`src/verilog/interrupt_request_flags_pkg.sv`:
```
// Constants, register map and timing of the interrupt request flag block.
package interrupt_request_flags_pkg;

  localparam int CLOCK_MHZ = 100;
  localparam int SE0_MIN_NS = 2500;
  localparam int SE0_CYCLES = (SE0_MIN_NS * CLOCK_MHZ + 999) / 1000;
  localparam logic [8:0] SE0_COUNT_LAST = 9'(SE0_CYCLES - 1);
  localparam logic [8:0] SE0_COUNT_FULL = 9'(SE0_CYCLES);

  // Register indices; the bus byte address is four times the index.
  localparam logic [7:0] TIMER_EXT_CONTROL_INDEX = 8'h88;
  localparam logic [7:0] EDGE_POLARITY_INDEX = 8'h9a;
  localparam logic [7:0] SERIAL_ENABLE_INDEX = 8'ha9;
  localparam logic [7:0] SERIAL_FLAGS_INDEX = 8'hab;
  localparam logic [7:0] USB_EVENTS_INDEX = 8'hc4;
  localparam logic [7:0] ENDPOINT_REQUESTS_INDEX = 8'hd6;
  localparam logic [7:0] ENDPOINT_SELECT_DEVICE = 8'h80;

  localparam int TIMER1_FLAG_BIT = 7;
  localparam int TIMER1_RUN_BIT = 6;
  localparam int TIMER0_FLAG_BIT = 5;
  localparam int TIMER0_RUN_BIT = 4;
  localparam int EXT1_FLAG_BIT = 3;
  localparam int EXT1_TRIGGER_BIT = 2;
  localparam int EXT0_FLAG_BIT = 1;
  localparam int EXT0_TRIGGER_BIT = 0;

  localparam int EXT0_RISING_BIT = 0;
  localparam int EXT0_FALLING_BIT = 1;
  localparam int EXT1_RISING_BIT = 2;
  localparam int EXT1_FALLING_BIT = 3;

  localparam int TRANSFER_COMPLETE_BIT = 0;
  localparam int WRITE_COLLISION_BIT = 1;
  localparam int COMPLETE_ENABLE_BIT = 0;
  localparam int COLLISION_ENABLE_BIT = 1;

  localparam int SINGLE_ENDED_ZERO_BIT = 7;
  localparam int ATTACH_BIT = 6;
  localparam int DETACH_BIT = 5;
  localparam int SUSPEND_BEGIN_BIT = 4;
  localparam int SUSPEND_END_BIT = 3;
  localparam int STATUS_NACK_BIT = 2;
  localparam int SETUP_RECEIVED_BIT = 1;
  localparam int FRAME_START_BIT = 0;

  localparam int REQUEST_VALUE_BIT = 7;
  localparam int ENDPOINT_COUNT = 5;

  localparam logic [7:0] TIMER_EXT_CONTROL_RESET = 8'h00;
  localparam logic [3:0] EDGE_POLARITY_RESET = 4'ha;
  localparam logic [1:0] SERIAL_FLAGS_RESET = 2'h0;
  localparam logic [1:0] SERIAL_ENABLE_RESET = 2'h0;
  localparam logic [7:0] USB_EVENTS_RESET = 8'h00;
  localparam logic [7:0] ENDPOINT_REQUESTS_RESET = 8'h00;

endpackage : interrupt_request_flags_pkg

```
`src/verilog/pin_edge_sync.sv`:
```
// Two-stage pin synchroniser with edge detection on the synchronised level.
`timescale 1ns/1ps
module pin_edge_sync #(
  parameter logic IDLE_LEVEL = 1'b1
) (
  input wire logic clock,
  input wire logic reset_n,
  input wire logic pinAsync,
  output logic level,
  output logic rise,
  output logic fall
);

  logic stage1_reg;
  logic stage2_reg;
  logic prev_reg;

  always_ff @(posedge clock or negedge reset_n) begin
    if (!reset_n) begin
      stage1_reg <= IDLE_LEVEL;
      stage2_reg <= IDLE_LEVEL;
      prev_reg <= IDLE_LEVEL;
    end else begin
      stage1_reg <= pinAsync;
      stage2_reg <= stage1_reg;
      prev_reg <= stage2_reg;
    end
  end

  assign level = stage2_reg;
  assign rise = stage2_reg & ~prev_reg;
  assign fall = ~stage2_reg & prev_reg;

endmodule : pin_edge_sync

```
`src/verilog/interrupt_request_flags.sv`:
```
// Interrupt request flags for timers, external pins, serial channel and USB device events.
//
// Notes on behaviour
// - Timer overflow sets flag; vectoring clears it.
// - Edge mode: selected pin edge sets flag.
// - Trigger select 0 is level, 1 edge.
// - Rising, falling or both edges selectable.
// - Level mode flag follows pin; no vector clear.
// - Transmit write during transfer sets collision flag.
// - Collision requests only with its enable set.
// - Transfer end sets complete flag; enable gates it.
// - Serial request is OR of both flags, each gated by its enable.
// - Writing 0 clears a serial flag.
// - Flags read then transmit write clears collision.
// - Flags read then receive read clears complete.
// - Reading device event register clears set flags.
// - Single-ended zero held 2.5 us sets flag.
// - Attach and detach each set own flag.
// - Suspend entry and exit each set flag.
// - Status request answered NACK sets flag.
// - Good setup packet sets setup flag.
// - Frame start packet sets bit 0 flag.
// - Configuration or interface request sets value flag.
// - Value flag clears only by writing 0.
// - Endpoint pending flags clear on register read.
`timescale 1ns/1ps
module interrupt_request_flags
  import interrupt_request_flags_pkg::*;
(
  input wire logic clock,
  input wire logic reset_n,
  input wire logic wb_cyc_i,
  input wire logic wb_stb_i,
  input wire logic wb_we_i,
  input wire logic [31:0] wb_adr_i,
  input wire logic [3:0] wb_sel_i,
  input wire logic [31:0] wb_dat_i,
  output logic [31:0] wb_dat_o,
  output logic wb_ack_o,
  input wire logic timer0Overflow,
  input wire logic timer1Overflow,
  input wire logic vectorTimer0,
  input wire logic vectorTimer1,
  input wire logic vectorExt0,
  input wire logic vectorExt1,
  input wire logic ext0Pin,
  input wire logic ext1Pin,
  input wire logic serialBusy,
  input wire logic serialTxWrite,
  input wire logic serialRxRead,
  input wire logic serialDone,
  input wire logic [7:0] endpointSelect,
  input wire logic se0Line,
  input wire logic attachDetected,
  input wire logic detachDetected,
  input wire logic suspendEntered,
  input wire logic suspendLeft,
  input wire logic statusNacked,
  input wire logic setupReceived,
  input wire logic frameStartSeen,
  input wire logic requestValueSeen,
  input wire logic [4:0] endpointEvent,
  output logic [1:0] timerRun,
  output logic timer0Request,
  output logic timer1Request,
  output logic ext0Request,
  output logic ext1Request,
  output logic serialRequest,
  output logic [7:0] deviceEvents,
  output logic [7:0] endpointRequests
);

  logic ackReg;
  logic [7:0] datReg;
  logic [7:0] tconReg;
  logic [7:0] tconNext;
  logic [3:0] edgeSelReg;
  logic [1:0] serialEnableReg;
  logic [1:0] serialFlagsReg;
  logic [1:0] serialFlagsNext;
  logic wcolArmedReg;
  logic tcArmedReg;
  logic serialRequestReg;
  logic [7:0] dirrReg;
  logic [7:0] dirrNext;
  logic [7:0] dirrSet;
  logic [7:0] gepirReg;
  logic [7:0] gepirNext;
  logic [8:0] se0CountReg;
  logic [8:0] se0CountNext;

  logic [7:0] regIndex;
  logic [7:0] wd;
  logic reqNew;
  logic reqDone;
  logic wrByte;
  logic rdDone;
  logic hitTcon;
  logic hitEdge;
  logic hitScien;
  logic hitScf;
  logic hitDirr;
  logic hitGepir;
  logic wrTcon;
  logic wrScf;
  logic rdScf;
  logic rdDirr;
  logic rdGepir;
  logic [7:0] readValue;
  logic ext0Level;
  logic ext0Rise;
  logic ext0Fall;
  logic ext1Level;
  logic ext1Rise;
  logic ext1Fall;
  logic ext0Edge;
  logic ext1Edge;
  logic se0Level;
  logic se0Set;
  logic collisionSet;
  logic wcolClearHw;
  logic tcClearHw;

  pin_edge_sync #(.IDLE_LEVEL(1'b1)) ext0Sync (
    .clock(clock), .reset_n(reset_n), .pinAsync(ext0Pin),
    .level(ext0Level), .rise(ext0Rise), .fall(ext0Fall)
  );

  pin_edge_sync #(.IDLE_LEVEL(1'b1)) ext1Sync (
    .clock(clock), .reset_n(reset_n), .pinAsync(ext1Pin),
    .level(ext1Level), .rise(ext1Rise), .fall(ext1Fall)
  );

  pin_edge_sync #(.IDLE_LEVEL(1'b0)) se0Sync (
    .clock(clock), .reset_n(reset_n), .pinAsync(se0Line),
    .level(se0Level), .rise(), .fall()
  );

  // Bus decode; the answer comes one cycle after the request and side effects act at the ack edge.
  assign regIndex = wb_adr_i[9:2];
  assign wd = wb_dat_i[7:0];
  assign reqNew = wb_cyc_i & wb_stb_i & ~ackReg;
  assign reqDone = wb_cyc_i & wb_stb_i & ackReg;
  assign wrByte = reqDone & wb_we_i & wb_sel_i[0];
  assign rdDone = reqDone & ~wb_we_i;
  assign hitTcon = regIndex == TIMER_EXT_CONTROL_INDEX;
  assign hitEdge = regIndex == EDGE_POLARITY_INDEX;
  assign hitScien = regIndex == SERIAL_ENABLE_INDEX;
  assign hitScf = regIndex == SERIAL_FLAGS_INDEX;
  assign hitDirr = (regIndex == USB_EVENTS_INDEX) & (endpointSelect == ENDPOINT_SELECT_DEVICE);
  assign hitGepir = regIndex == ENDPOINT_REQUESTS_INDEX;
  assign wrTcon = wrByte & hitTcon;
  assign wrScf = wrByte & hitScf;
  assign rdScf = rdDone & hitScf;
  assign rdDirr = rdDone & hitDirr;
  assign rdGepir = rdDone & hitGepir;

  assign readValue = hitTcon ? tconReg :
                     hitEdge ? {4'h0, edgeSelReg} :
                     hitScien ? {6'h00, serialEnableReg} :
                     hitScf ? {6'h00, serialFlagsReg} :
                     hitDirr ? dirrReg :
                     hitGepir ? gepirReg : 8'h00;

  // Timer flags: a write of the register wins over vectoring, an overflow wins over both.
  assign tconNext[TIMER1_FLAG_BIT] = timer1Overflow |
    (wrTcon ? wd[TIMER1_FLAG_BIT] : tconReg[TIMER1_FLAG_BIT] & ~vectorTimer1);
  assign tconNext[TIMER0_FLAG_BIT] = timer0Overflow |
    (wrTcon ? wd[TIMER0_FLAG_BIT] : tconReg[TIMER0_FLAG_BIT] & ~vectorTimer0);
  assign tconNext[TIMER1_RUN_BIT] = wrTcon ? wd[TIMER1_RUN_BIT] : tconReg[TIMER1_RUN_BIT];
  assign tconNext[TIMER0_RUN_BIT] = wrTcon ? wd[TIMER0_RUN_BIT] : tconReg[TIMER0_RUN_BIT];
  assign tconNext[EXT1_TRIGGER_BIT] = wrTcon ? wd[EXT1_TRIGGER_BIT] : tconReg[EXT1_TRIGGER_BIT];
  assign tconNext[EXT0_TRIGGER_BIT] = wrTcon ? wd[EXT0_TRIGGER_BIT] : tconReg[EXT0_TRIGGER_BIT];

  assign ext0Edge = (ext0Rise & edgeSelReg[EXT0_RISING_BIT]) |
                    (ext0Fall & edgeSelReg[EXT0_FALLING_BIT]);
  assign ext1Edge = (ext1Rise & edgeSelReg[EXT1_RISING_BIT]) |
                    (ext1Fall & edgeSelReg[EXT1_FALLING_BIT]);

  // Level mode tracks a low pin; edge mode latches the edge until vectoring.
  assign tconNext[EXT0_FLAG_BIT] = !tconReg[EXT0_TRIGGER_BIT] ? ~ext0Level :
    (ext0Edge | (wrTcon ? wd[EXT0_FLAG_BIT] : tconReg[EXT0_FLAG_BIT] & ~vectorExt0));
  assign tconNext[EXT1_FLAG_BIT] = !tconReg[EXT1_TRIGGER_BIT] ? ~ext1Level :
    (ext1Edge | (wrTcon ? wd[EXT1_FLAG_BIT] : tconReg[EXT1_FLAG_BIT] & ~vectorExt1));

  // Serial channel flags.
  assign collisionSet = serialTxWrite & serialBusy;
  assign wcolClearHw = wcolArmedReg & serialTxWrite;
  assign tcClearHw = tcArmedReg & serialRxRead;
  assign serialFlagsNext[WRITE_COLLISION_BIT] = collisionSet |
    (serialFlagsReg[WRITE_COLLISION_BIT] & ~wcolClearHw &
     ~(wrScf & ~wd[WRITE_COLLISION_BIT]));
  assign serialFlagsNext[TRANSFER_COMPLETE_BIT] = serialDone |
    (serialFlagsReg[TRANSFER_COMPLETE_BIT] & ~tcClearHw &
     ~(wrScf & ~wd[TRANSFER_COMPLETE_BIT]));

  // USB device events.
  assign se0Set = se0Level & (se0CountReg == SE0_COUNT_LAST);
  assign se0CountNext = !se0Level ? 9'h000 :
                        (se0CountReg == SE0_COUNT_FULL) ? se0CountReg : se0CountReg + 9'h001;
  assign dirrSet[SINGLE_ENDED_ZERO_BIT] = se0Set;
  assign dirrSet[ATTACH_BIT] = attachDetected;
  assign dirrSet[DETACH_BIT] = detachDetected;
  assign dirrSet[SUSPEND_BEGIN_BIT] = suspendEntered;
  assign dirrSet[SUSPEND_END_BIT] = suspendLeft;
  assign dirrSet[STATUS_NACK_BIT] = statusNacked;
  assign dirrSet[SETUP_RECEIVED_BIT] = setupReceived;
  assign dirrSet[FRAME_START_BIT] = frameStartSeen;
  // Only the bits that were handed out on the bus are cleared by the read.
  assign dirrNext = dirrSet | (dirrReg & ~(rdDirr ? datReg : 8'h00));

  assign gepirNext[REQUEST_VALUE_BIT] = requestValueSeen |
    (gepirReg[REQUEST_VALUE_BIT] & ~(wrByte & hitGepir & ~wd[REQUEST_VALUE_BIT]));
  assign gepirNext[REQUEST_VALUE_BIT-1:ENDPOINT_COUNT] = 2'h0;
  assign gepirNext[ENDPOINT_COUNT-1:0] = endpointEvent |
    (gepirReg[ENDPOINT_COUNT-1:0] & ~(rdGepir ? datReg[ENDPOINT_COUNT-1:0] : 5'h00));

  always_ff @(posedge clock or negedge reset_n) begin
    if (!reset_n) begin
      ackReg <= 1'b0;
      datReg <= 8'h00;
    end else begin
      ackReg <= reqNew;
      if (reqNew) begin
        datReg <= readValue;
      end
    end
  end

  always_ff @(posedge clock or negedge reset_n) begin
    if (!reset_n) begin
      tconReg <= TIMER_EXT_CONTROL_RESET;
      edgeSelReg <= EDGE_POLARITY_RESET;
      serialEnableReg <= SERIAL_ENABLE_RESET;
    end else begin
      tconReg <= tconNext;
      if (wrByte & hitEdge) begin
        edgeSelReg <= wd[3:0];
      end
      if (wrByte & hitScien) begin
        serialEnableReg <= wd[1:0];
      end
    end
  end

  always_ff @(posedge clock or negedge reset_n) begin
    if (!reset_n) begin
      serialFlagsReg <= SERIAL_FLAGS_RESET;
      wcolArmedReg <= 1'b0;
      tcArmedReg <= 1'b0;
      serialRequestReg <= 1'b0;
    end else begin
      serialFlagsReg <= serialFlagsNext;
      wcolArmedReg <= rdScf | (wcolArmedReg & ~serialTxWrite);
      tcArmedReg <= rdScf | (tcArmedReg & ~serialRxRead);
      serialRequestReg <=
        (serialFlagsReg[WRITE_COLLISION_BIT] & serialEnableReg[COLLISION_ENABLE_BIT]) |
        (serialFlagsReg[TRANSFER_COMPLETE_BIT] & serialEnableReg[COMPLETE_ENABLE_BIT]);
    end
  end

  always_ff @(posedge clock or negedge reset_n) begin
    if (!reset_n) begin
      dirrReg <= USB_EVENTS_RESET;
      gepirReg <= ENDPOINT_REQUESTS_RESET;
      se0CountReg <= 9'h000;
    end else begin
      dirrReg <= dirrNext;
      gepirReg <= gepirNext;
      se0CountReg <= se0CountNext;
    end
  end

  assign wb_dat_o = {24'h00_0000, datReg};
  assign wb_ack_o = ackReg;
  assign timerRun = {tconReg[TIMER1_RUN_BIT], tconReg[TIMER0_RUN_BIT]};
  assign timer0Request = tconReg[TIMER0_FLAG_BIT];
  assign timer1Request = tconReg[TIMER1_FLAG_BIT];
  assign ext0Request = tconReg[EXT0_FLAG_BIT];
  assign ext1Request = tconReg[EXT1_FLAG_BIT];
  assign serialRequest = serialRequestReg;
  assign deviceEvents = dirrReg;
  assign endpointRequests = gepirReg;
endmodule : interrupt_request_flags

```
`config.mk`:
```
export PLATFORM = sky130hd
export DESIGN_NAME = interrupt_request_flags
export DESIGN_NICKNAME = d
export VERILOG_FILES = /design/src/verilog/interrupt_request_flags_pkg.sv /design/src/verilog/pin_edge_sync.sv /design/src/verilog/interrupt_request_flags.sv
export SDC_FILE = /design/constraint.sdc
export NUM_CORES = 1
export LEC_CHECK = 0
export ABC_CLOCK_PERIOD_IN_PS = 1600
export CAP_MARGIN = 5
export CORE_MARGIN = 5
export CORE_UTILIZATION = 30
export CTS_CLUSTER_SIZE = 16
export DETAILED_ROUTE_END_ITERATION = 8
export DONT_BUFFER_PORTS = 1
export GPL_TIMING_DRIVEN = 1
export SLEW_MARGIN = 30
export SYNTH_ARGS = -nofsm -noshare
export SYNTH_HDL_FRONTEND = slang
export SYNTH_HIERARCHICAL = 1
export SYNTH_SLANG_ARGS = --single-unit
```
`constraint.sdc`:
```
create_clock -name clock -period 1.6 [get_ports clock]
set_clock_uncertainty 0.05 [all_clocks]
set_input_delay 0.32 -clock clock [delete_from_list [all_inputs] [get_ports clock]]
set_output_delay 0.32 -clock clock [all_outputs]
set_load 0.05 [all_outputs]
```
==> flow_metrics.py, run 1 <==
metrics = {
    "run_status": {
        "status": "complete, but fails checks",
        "violations": "negative hold slack",
    },
    "pwr": {
        "ir_worst_vdd_mv": 0.423,
        "clock_power_share_pct": 38.5,
        "p_int_mw": 2.27,
        "p_comb_share_pct": 11.8,
        "pwr-share-seq_pct": 49.7,
        "p_per_area_nw_per_um2": 887,
        "switching_share_pct": 28.8,
        "p_leak_nw": 1.49,
        "power.switching_mw": 0.920,
    },
    "detailed_routing": {
        "viasPerCell": 4.80,
        "antenna_left": 0,
        "wl_per_cell_um": 16.9,
        "drc_errors": 0,
        "first_pass_iters": 4,
        "dr.first_iter.drc_count": 95,
        "finalWirelength_um": 7630,
        "vias": 2169,
    },
    "logic_synthesis": {
        "syn_area_um2": 2930,
        "synth_warnings": 6,
        "syn_avg_cell_area_um2": 11.1,
        "syn_inst": 263,
    },
    "clock_network": {
        "clock_latency_ps": 340,
        "ctsLongestPathBuffers": 2,
        "cts_sinks": 59,
        "cts_tree": "done",
        "cts_inserted_buffers": 9,
        "cts.clk_slew.worst_paths_ps": 70,
        "htreeDepth": 3,
        "root_buffer": "clkbuf_8",
        "cts_hold_buffers": 3,
    },
    "global_route": {
        "grt_max_degree": 60,
        "grt_pass1_vias": 2198,
        "grt_use_total_pct": 13.2,
        "grt_pass1_wl_um": 11700,
        "overflow": 0,
        "antenna_found_initial": 0,
    },
    "placement": {
        "dp_cells": 429,
        "port_buffers": 0,
        "dpl_worst_slack_ps": -247,
        "place_hpwl_um": 5810,
        "place.gp.congestion": 0.793,
    },
    "finish": {
        "layout_commonest_cell": "dfrtp_1",
        "largest_reg_flops": 9,
        "final_cell_mix": "dfrtp_1, buf_4, conb_1",
        "top_register": "se0CountReg",
        "layout.nets": 424,
        "final_cells": 452,
        "fillers": 966,
        "seqCellArea_um2": 1490,
        "areaGrowthSynthToFinish_pct": 22.8,
        "multi_input_area_um2": 1350,
        "antennaDiodeCount": 0,
        "fin_util_pct": 37.3,
        "layout-drive-gt1-share_pct": 32.0,
    },
    "sta": {
        "tns_ps": 0,
        "slew_violations": 0,
        "slew_headroom_pct": 64.2,
        "fin_crit_ps": 1600,
        "period_share_pct": 100,
        "setup_viol": 0,
        "hold_violations": 59,
        "hold_ws_ps": -376,
        "fmax_mhz": 625,
        "rsz0062_at_grt": "yes",
        "setup_ws_ps": 0.131,
        "worstMarginPinSlew_ps": 537,
    },
    "critical_path": {
        "worstSetupEndpointType": "flop",
        "arrival_ps": 1770,
        "worstPathRequired_ps": 1770,
        "ff2ff_path_depth": 5,
        "startpoint_type": "input pin",
        "crit_type": "input pin to flop",
        "cp_max_fo": 5,
    },
    "die": {
        "coreArea_um2": 9640,
        "initial_core_util_pct": 30.4,
        "ios": 163,
        "die_w_um": 109,
        "die_h_um": 109,
        "row_count": 36,
        "die-area_um2": 11800,
    },
    "hold_path": {
        "hp-class": "input pin to async pin",
    },
    "run": {
        "drv_cap": 0,
    },
}
==> power by group through the flow <==
stage	logic, mW	registers (mW)	clock network, mW
2_1_floorplan	0.281	1.68	0
3_3_place_gp	0.363	1.61	0
3_5_place_dp	0.366	1.62	0
4_1_cts	0.374	1.59	1.27
5_1_grt	0.399	1.59	1.36
6_report	0.377	1.59	1.23
==> final timing paths <==
check | from | endpoint | slack [ps]
hold / removal | reset_n | se0Sync/stage1_reg$_DFF_PN0_ | -380
setup / recovery | wb_adr_i[7] | tconReg[6]$_DFFE_PN0P_ | 0.1
hold reg to reg | se0Sync/stage1_reg$_DFF_PN0_ | se0Sync/level$_DFF_PN0_ | 300
setup reg to reg | se0CountReg[0]$_DFFE_PN0P_ | se0CountReg[2]$_DFFE_PN0P_ | 20
min in group clock | endpointEvent[3] | endpointRequests[3]$_DFF_PN0_ | 20
max in group asynchronous | reset_n | ext0Sync/level$_DFF_PN1_ | 1690
==> critical path, stage by stage <==
cell    delay (ps)
or4_4          590
nor4_4         350
buf_4          210
mux2_4         300
==> stage by stage <==
step | instance area, um^2 | total power [mW]
2_1_floorplan | 3100 | 1.96
3_3_place_gp | 3360 | 1.98
3_5_place_dp | 3360 | 1.98
4_1_cts | 3580 | 3.23
5_1_grt | 3600 | 3.35
6_report | 3600 | 3.19
==> per-layer routing <==
metal,track usage (%),share of wire [%],vias up
met4,5.05,1.2,0
li1,-,-,1018
met5,0,0,-
met2,20.8,48,89
met3,4.38,7.9,6
met1,16.8,42,1056
==> layout make-up <==
class | count | share of cell area [%]
well taps | 133 | 4.63
repair buffers | 49 | 10.9
flip-flops and latches | 59 | 41.4
inverters | 6 | 0.626
multi-input cells | 189 | 37.5
clock buffers | 11 | 4.21
clock inverters | 5 | 0.765
==> what timing repair did <==
| action | 4_1_cts | 5_1_grt |
|---|---|---|
| resized for setup | 0 | 3 |
| setup buffers | 1 | 4 |
| pin swaps | 1 | 3 |
| setup endpoints to repair | 1 | 7 |
| hold endpoints to repair | 62 | 59 |
Note: power is estimated with default switching activity, not from simulation.
==> run 2: changes to the inputs <==
ABC_AREA = 1   (was unset)
==> run 2 against run 1 <==
Effect of this change:
- the run still ends with negative hold slack left
- first-iteration DRC count rose by 31%
- sequential power barely moved
- setup slack better by 140 ps
- final cell count increased by 21%
- global-route usage decreased by 0.78 points
- largest power group unchanged
- fmax increased by 9.6%
- non-clock buffer count down 23
- combinational power grew 11%
- cell area shrank 1.1%
==> flow_metrics.py, run 2 <==
metrics = {
    "global_route": {
        "grt_use_total_pct": 12.4,
        "grt_max_degree": 60,
        "overflow": 0,
        "grt_pass1_vias": 2420,
        "antenna_found_initial": 1,
        "grt_pass1_wl_um": 12300,
    },
    "detailed_routing": {
        "dr.first_iter.drc_count": 124,
        "first_pass_iters": 4,
        "antenna_left": 0,
        "drc_errors": 0,
        "viasPerCell": 4.42,
        "vias": 2420,
        "wl_per_cell_um": 14.1,
        "finalWirelength_um": 7750,
    },
    "clock_network": {
        "cts_tree": "done",
        "cts_sinks": 59,
        "cts.clk_slew.worst_paths_ps": 70,
        "cts_inserted_buffers": 9,
        "ctsLongestPathBuffers": 2,
        "clock_latency_ps": 340,
        "root_buffer": "clkbuf_8",
        "cts_hold_buffers": 3,
        "htreeDepth": 3,
    },
    "sta": {
        "fmax_mhz": 685,
        "hold_ws_ps": -374,
        "setup_viol": 0,
        "rsz0062_at_grt": "no",
        "slew_headroom_pct": 61.3,
        "period_share_pct": 91.3,
        "hold_violations": 59,
        "tns_ps": 0,
        "slew_violations": 0,
        "worstMarginPinSlew_ps": 581,
        "fin_crit_ps": 1460,
    },
    "finish": {
        "antennaDiodeCount": 0,
        "layout-drive-gt1-share_pct": 20.1,
        "top_register": "se0CountReg",
        "fin_util_pct": 34.6,
        "layout_commonest_cell": "nand2_1",
        "largest_reg_flops": 9,
        "final_cell_mix": "nand2_1, inv_1, dfrtp_1",
        "fillers": 1101,
        "areaGrowthSynthToFinish_pct": 13.4,
        "final_cells": 548,
        "layout.nets": 517,
    },
    "placement": {
        "dp_cells": 529,
        "place.gp.congestion": 0.837,
        "place_hpwl_um": 6150,
        "port_buffers": 0,
    },
    "critical_path": {
        "ff2ff_setup_slack_ps": 140,
        "crit_type": "flop to flop",
        "worstSetupEndpointType": "flop",
        "cp_max_fo": 5,
        "worstPathRequired_ps": 1780,
        "arrival_ps": 1640,
        "startpoint_type": "flop",
    },
    "die": {
        "row_count": 37,
        "die_w_um": 112,
        "die_h_um": 112,
        "die-area_um2": 12600,
        "initial_core_util_pct": 30.5,
        "coreArea_um2": 10300,
        "ios": 163,
    },
    "pwr": {
        "ir_worst_vdd_mv": 0.485,
        "power_mw": 3.32,
        "p_per_area_nw_per_um2": 934,
        "p_leak_nw": 1.73,
    },
    "logic_synthesis": {
        "syn_inst": 376,
        "syn_area_um2": 3140,
        "synth_warnings": 6,
        "syn_avg_cell_area_um2": 8.34,
    },
    "run_status": {
        "status": "complete, but fails checks",
        "violations": "negative hold slack",
    },
    "run": {
        "drv_cap": 0,
    },
    "hold_path": {
        "hp-class": "input pin to async pin",
    },
}
## run 2: path summary, 6_finish.rpt
kind | start | to | cells past startpoint
setup / recovery | wb_ack_o$_DFF_PN0_ | endpointRequests[4]$_DFF_PN0_ | 6
setup reg to reg | wb_ack_o$_DFF_PN0_ | endpointRequests[4]$_DFF_PN0_ | 6
hold / removal | reset_n | se0CountReg[1]$_DFFE_PN0P_ | 0
max in group asynchronous | reset_n | ext0Sync/stage1_reg$_DFF_PN1_ | 0
hold reg to reg | se0Sync/stage1_reg$_DFF_PN0_ | se0Sync/level$_DFF_PN0_ | 0
min in group clock | serialTxWrite | wcolArmedReg$_DFF_PN0_ | 1
## run 2: what timing repair did
item	in CTS	in global routing
gates resized for setup	0	0
setup buffers	0	0
hold endpoints to repair	62	59
## run 2: report_power, final
group          switching [mW]  internal [mW]
registers              0.0466           1.54
clock network           0.601          0.715
logic                   0.328         0.0910
total                   0.975           2.35
## run 2: per-stage QoR
| stage | instance area [um^2] | hold WS (ps) | worst slack (ps) |
|---|---|---|---|
| 2_1_floorplan | 3230 | -25.6 | 127 |
| 3_3_place_gp | 3340 | -22.5 | 107 |
| 3_5_place_dp | 3340 | -22.8 | 107 |
| 4_1_cts | 3560 | -396 | 107 |
| 5_1_grt | 3560 | -398 | 5.22 |
| 6_report | 3560 | -374 | 140 |
## run 2: final cells by class
class	instances	area [um^2]	share of cell area, %
inverter	62	233	6.54
multi-input combinational	249	1280	35.9
tap	136	170	4.79
clock inverter	5	53.8	1.51
clock buffer	11	131	3.69
sequential	59	1490	41.8
timing repair buffer	26	203	5.70
## run 2: worst max-delay path, stage by stage (launching register included)
cell and delay [ps]:
dfrtp_2 370, nand3_1 190, nor2_1 160, buf_4 170
nand2_1 150, o21ai_0 190, nand2_1 60
## run 2: per-layer routing
metal  global-route usage, %  vias to the layer above  wire, um
li1                        -                     1194         -
met1                    15.5                     1123      3400
met2                    20.5                       91      3600
met3                    4.53                       10       645
met4                    3.37                        2        93
met5                       0                        -        16
==> run 3: changes to the inputs <==
RECOVER_POWER = 50   (was unset)
==> run 3 against run 2 <==
Effect of this change:
- the run still ends with negative hold slack left
- fmax hardly changed
- wire length about the same
- non-clock buffer count stayed put
- cell area is the same
- flip-flop and latch count did not move
- total power is essentially flat
- die area stayed put
- sequential share of layout area unchanged
- critical endpoint unchanged
==> flow_metrics.py, run 3 (same netlist as run 2, synthesis figures left out) <==
metrics = {
    "clock_network": {
        "htreeDepth": 3,
        "cts_hold_buffers": 3,
        "cts_sinks": 59,
        "cts_tree": "done",
        "root_buffer": "clkbuf_8",
        "cts.clk_slew.worst_paths_ps": 70,
        "cts_setup_buffers": 0,
        "ctsLongestPathBuffers": 2,
        "ctsResizeCount": 0,
        "cts_inserted_buffers": 9,
        "clock_latency_ps": 340,
    },
    "detailed_routing": {
        "route.met3.wl_um": 645,
        "wl_per_cell_um": 14.1,
        "first_pass_iters": 4,
        "drc_errors": 0,
        "met1_length_um": 3400,
        "viasPerCell": 4.42,
        "top_layer": "met5",
        "vias": 2420,
        "antenna_left": 0,
        "wl_met2_um": 3600,
        "finalWirelength_um": 7750,
        "dr.first_iter.drc_count": 124,
    },
    "run_status": {
        "status": "complete, but fails checks",
        "violations": "negative hold slack",
    },
    "critical_path": {
        "crit_type": "flop to flop",
        "worstPathRequired_ps": 1780,
        "max_stage_delay_ps": 370,
        "reg2reg_from": "wb_ack_o$_DFF_PN0_",
        "worstSetupEndpointType": "flop",
        "cp_max_fo": 5,
        "arrival_ps": 1640,
        "ff2ff_path_depth": 6,
        "cp.depth": 6,
        "slowest_stage": "dfrtp_2",
        "worst-path-buf-inv": 1,
        "ff2ff_setup_slack_ps": 140,
        "crit_family": "simple AND/OR/NAND/NOR gates",
        "path_cells": "nand3_1 -> nor2_1 -> buf_4 -> nand2_1 -> o21ai_0 -> nand2_1",
        "timing.rr.end": "endpointRequests[4]$_DFF_PN0_",
        "startpoint_type": "flop",
        "critPathMostFrequentCell": "nand2_1",
    },
    "pwr": {
        "p_leak_nw": 1.72,
        "ir_worst_vdd_mv": 0.485,
        "p_per_area_nw_per_um2": 934,
    },
    "placement": {
        "place_hpwl_um": 6150,
        "place.gp.congestion": 0.837,
        "port_buffers": 0,
        "dp_cells": 529,
    },
    "die": {
        "coreArea_um2": 10300,
        "die_h_um": 112,
        "ios": 163,
        "row_count": 37,
        "die-area_um2": 12600,
        "die_w_um": 112,
        "initial_core_util_pct": 30.5,
    },
    "finish": {
        "layout.nets": 517,
        "areaGrowthSynthToFinish_pct": 13.4,
        "final_cell_mix": "nand2_1, inv_1, dfrtp_1",
        "final_cells": 548,
        "antennaDiodeCount": 0,
        "layout_commonest_cell": "nand2_1",
        "layout-drive-gt1-share_pct": 19.7,
        "top_register": "se0CountReg",
        "fin_util_pct": 34.6,
        "fillers": 1101,
        "largest_reg_flops": 9,
    },
    "sta": {
        "hold_ws_ps": -374,
        "setup_viol": 0,
        "fin_crit_ps": 1460,
        "rsz0062_at_grt": "no",
        "hold_violations": 59,
        "worstMarginPinSlew_ps": 581,
        "fmax_mhz": 685,
        "tns_ps": 0,
        "slew_headroom_pct": 61.3,
        "slew_violations": 0,
        "period_share_pct": 91.3,
    },
    "global_route": {
        "grt_pass1_vias": 2420,
        "overflow": 0,
        "grt_pass1_wl_um": 12300,
        "grt_max_degree": 60,
        "grt_use_total_pct": 12.4,
        "antenna_found_initial": 1,
    },
    "run": {
        "drv_cap": 0,
    },
    "hold_path": {
        "hp-class": "input pin to async pin",
    },
}
run 3: cell counts in the layout (fill, tap and decap cells not counted):
Identical to the previous run, type by type.
run 3: worst max-delay path by stage:
| stage | startpoint | endpoint | slack (ps) |
|---|---|---|---|
| global route | wb_ack_o$_DFF_PN0_ | endpointRequests[2]$_DFF_PN0_ | 5 |
| global placement | wb_adr_i[8] | tconReg[3]$_DFF_PN0_ | 110 |
| detailed placement | wb_adr_i[8] | tconReg[1]$_DFF_PN0_ | 110 |
| floorplan | wb_ack_o$_DFF_PN0_ | endpointRequests[0]$_DFF_PN0_ | 130 |
| finish | wb_ack_o$_DFF_PN0_ | endpointRequests[4]$_DFF_PN0_ | 140 |
| CTS | wb_ack_o$_DFF_PN0_ | endpointRequests[3]$_DFF_PN0_ | 110 |
run 3: worst reg2reg max path: stages (launching register included):
cell	delay, ps
dfrtp_2	370
nand3_1	200
nor2_1	160
buf_4	170
nand2_1	150
o21ai_0	190
nand2_1	60
run 3: metal layers:
layer / up-vias / GRT usage, %
met5: - / 0
met2: 91 / 20.5
met1: 1123 / 15.5
met4: 2 / 3.37
met3: 10 / 4.53
li1: 1194 / -
run 3: layout make-up:
type | count | area (um^2) | area share (%)
inverters | 62 | 233 | 6.54
multi-input cells | 249 | 1280 | 35.9
repair buffers | 26 | 203 | 5.70
flip-flops and latches | 59 | 1490 | 41.8
clock inverters | 5 | 53.8 | 1.51
clock buffers | 11 | 131 | 3.69
well taps | 136 | 170 | 4.79
run 3: where the power goes:
group | internal [mW] | leakage [nW] | switching (mW) | total, mW
registers | 1.54 | 0.681 | 0.0467 | 1.59
clock network | 0.715 | 0.0971 | 0.601 | 1.32
logic | 0.0910 | 0.946 | 0.328 | 0.419
run 3: through the flow:
| step | power, mW | worst slack [ps] | area (um^2) |
|---|---|---|---|
| 6_report | 3.32 | 140 | 3560 |
| 5_1_grt | 3.47 | 5.26 | 3560 |
| 4_1_cts | 3.38 | 107 | 3560 |
| 3_5_place_dp | 2.03 | 107 | 3340 |
| 3_3_place_gp | 2.02 | 107 | 3340 |
| 2_1_floorplan | 2.00 | 127 | 3230 |
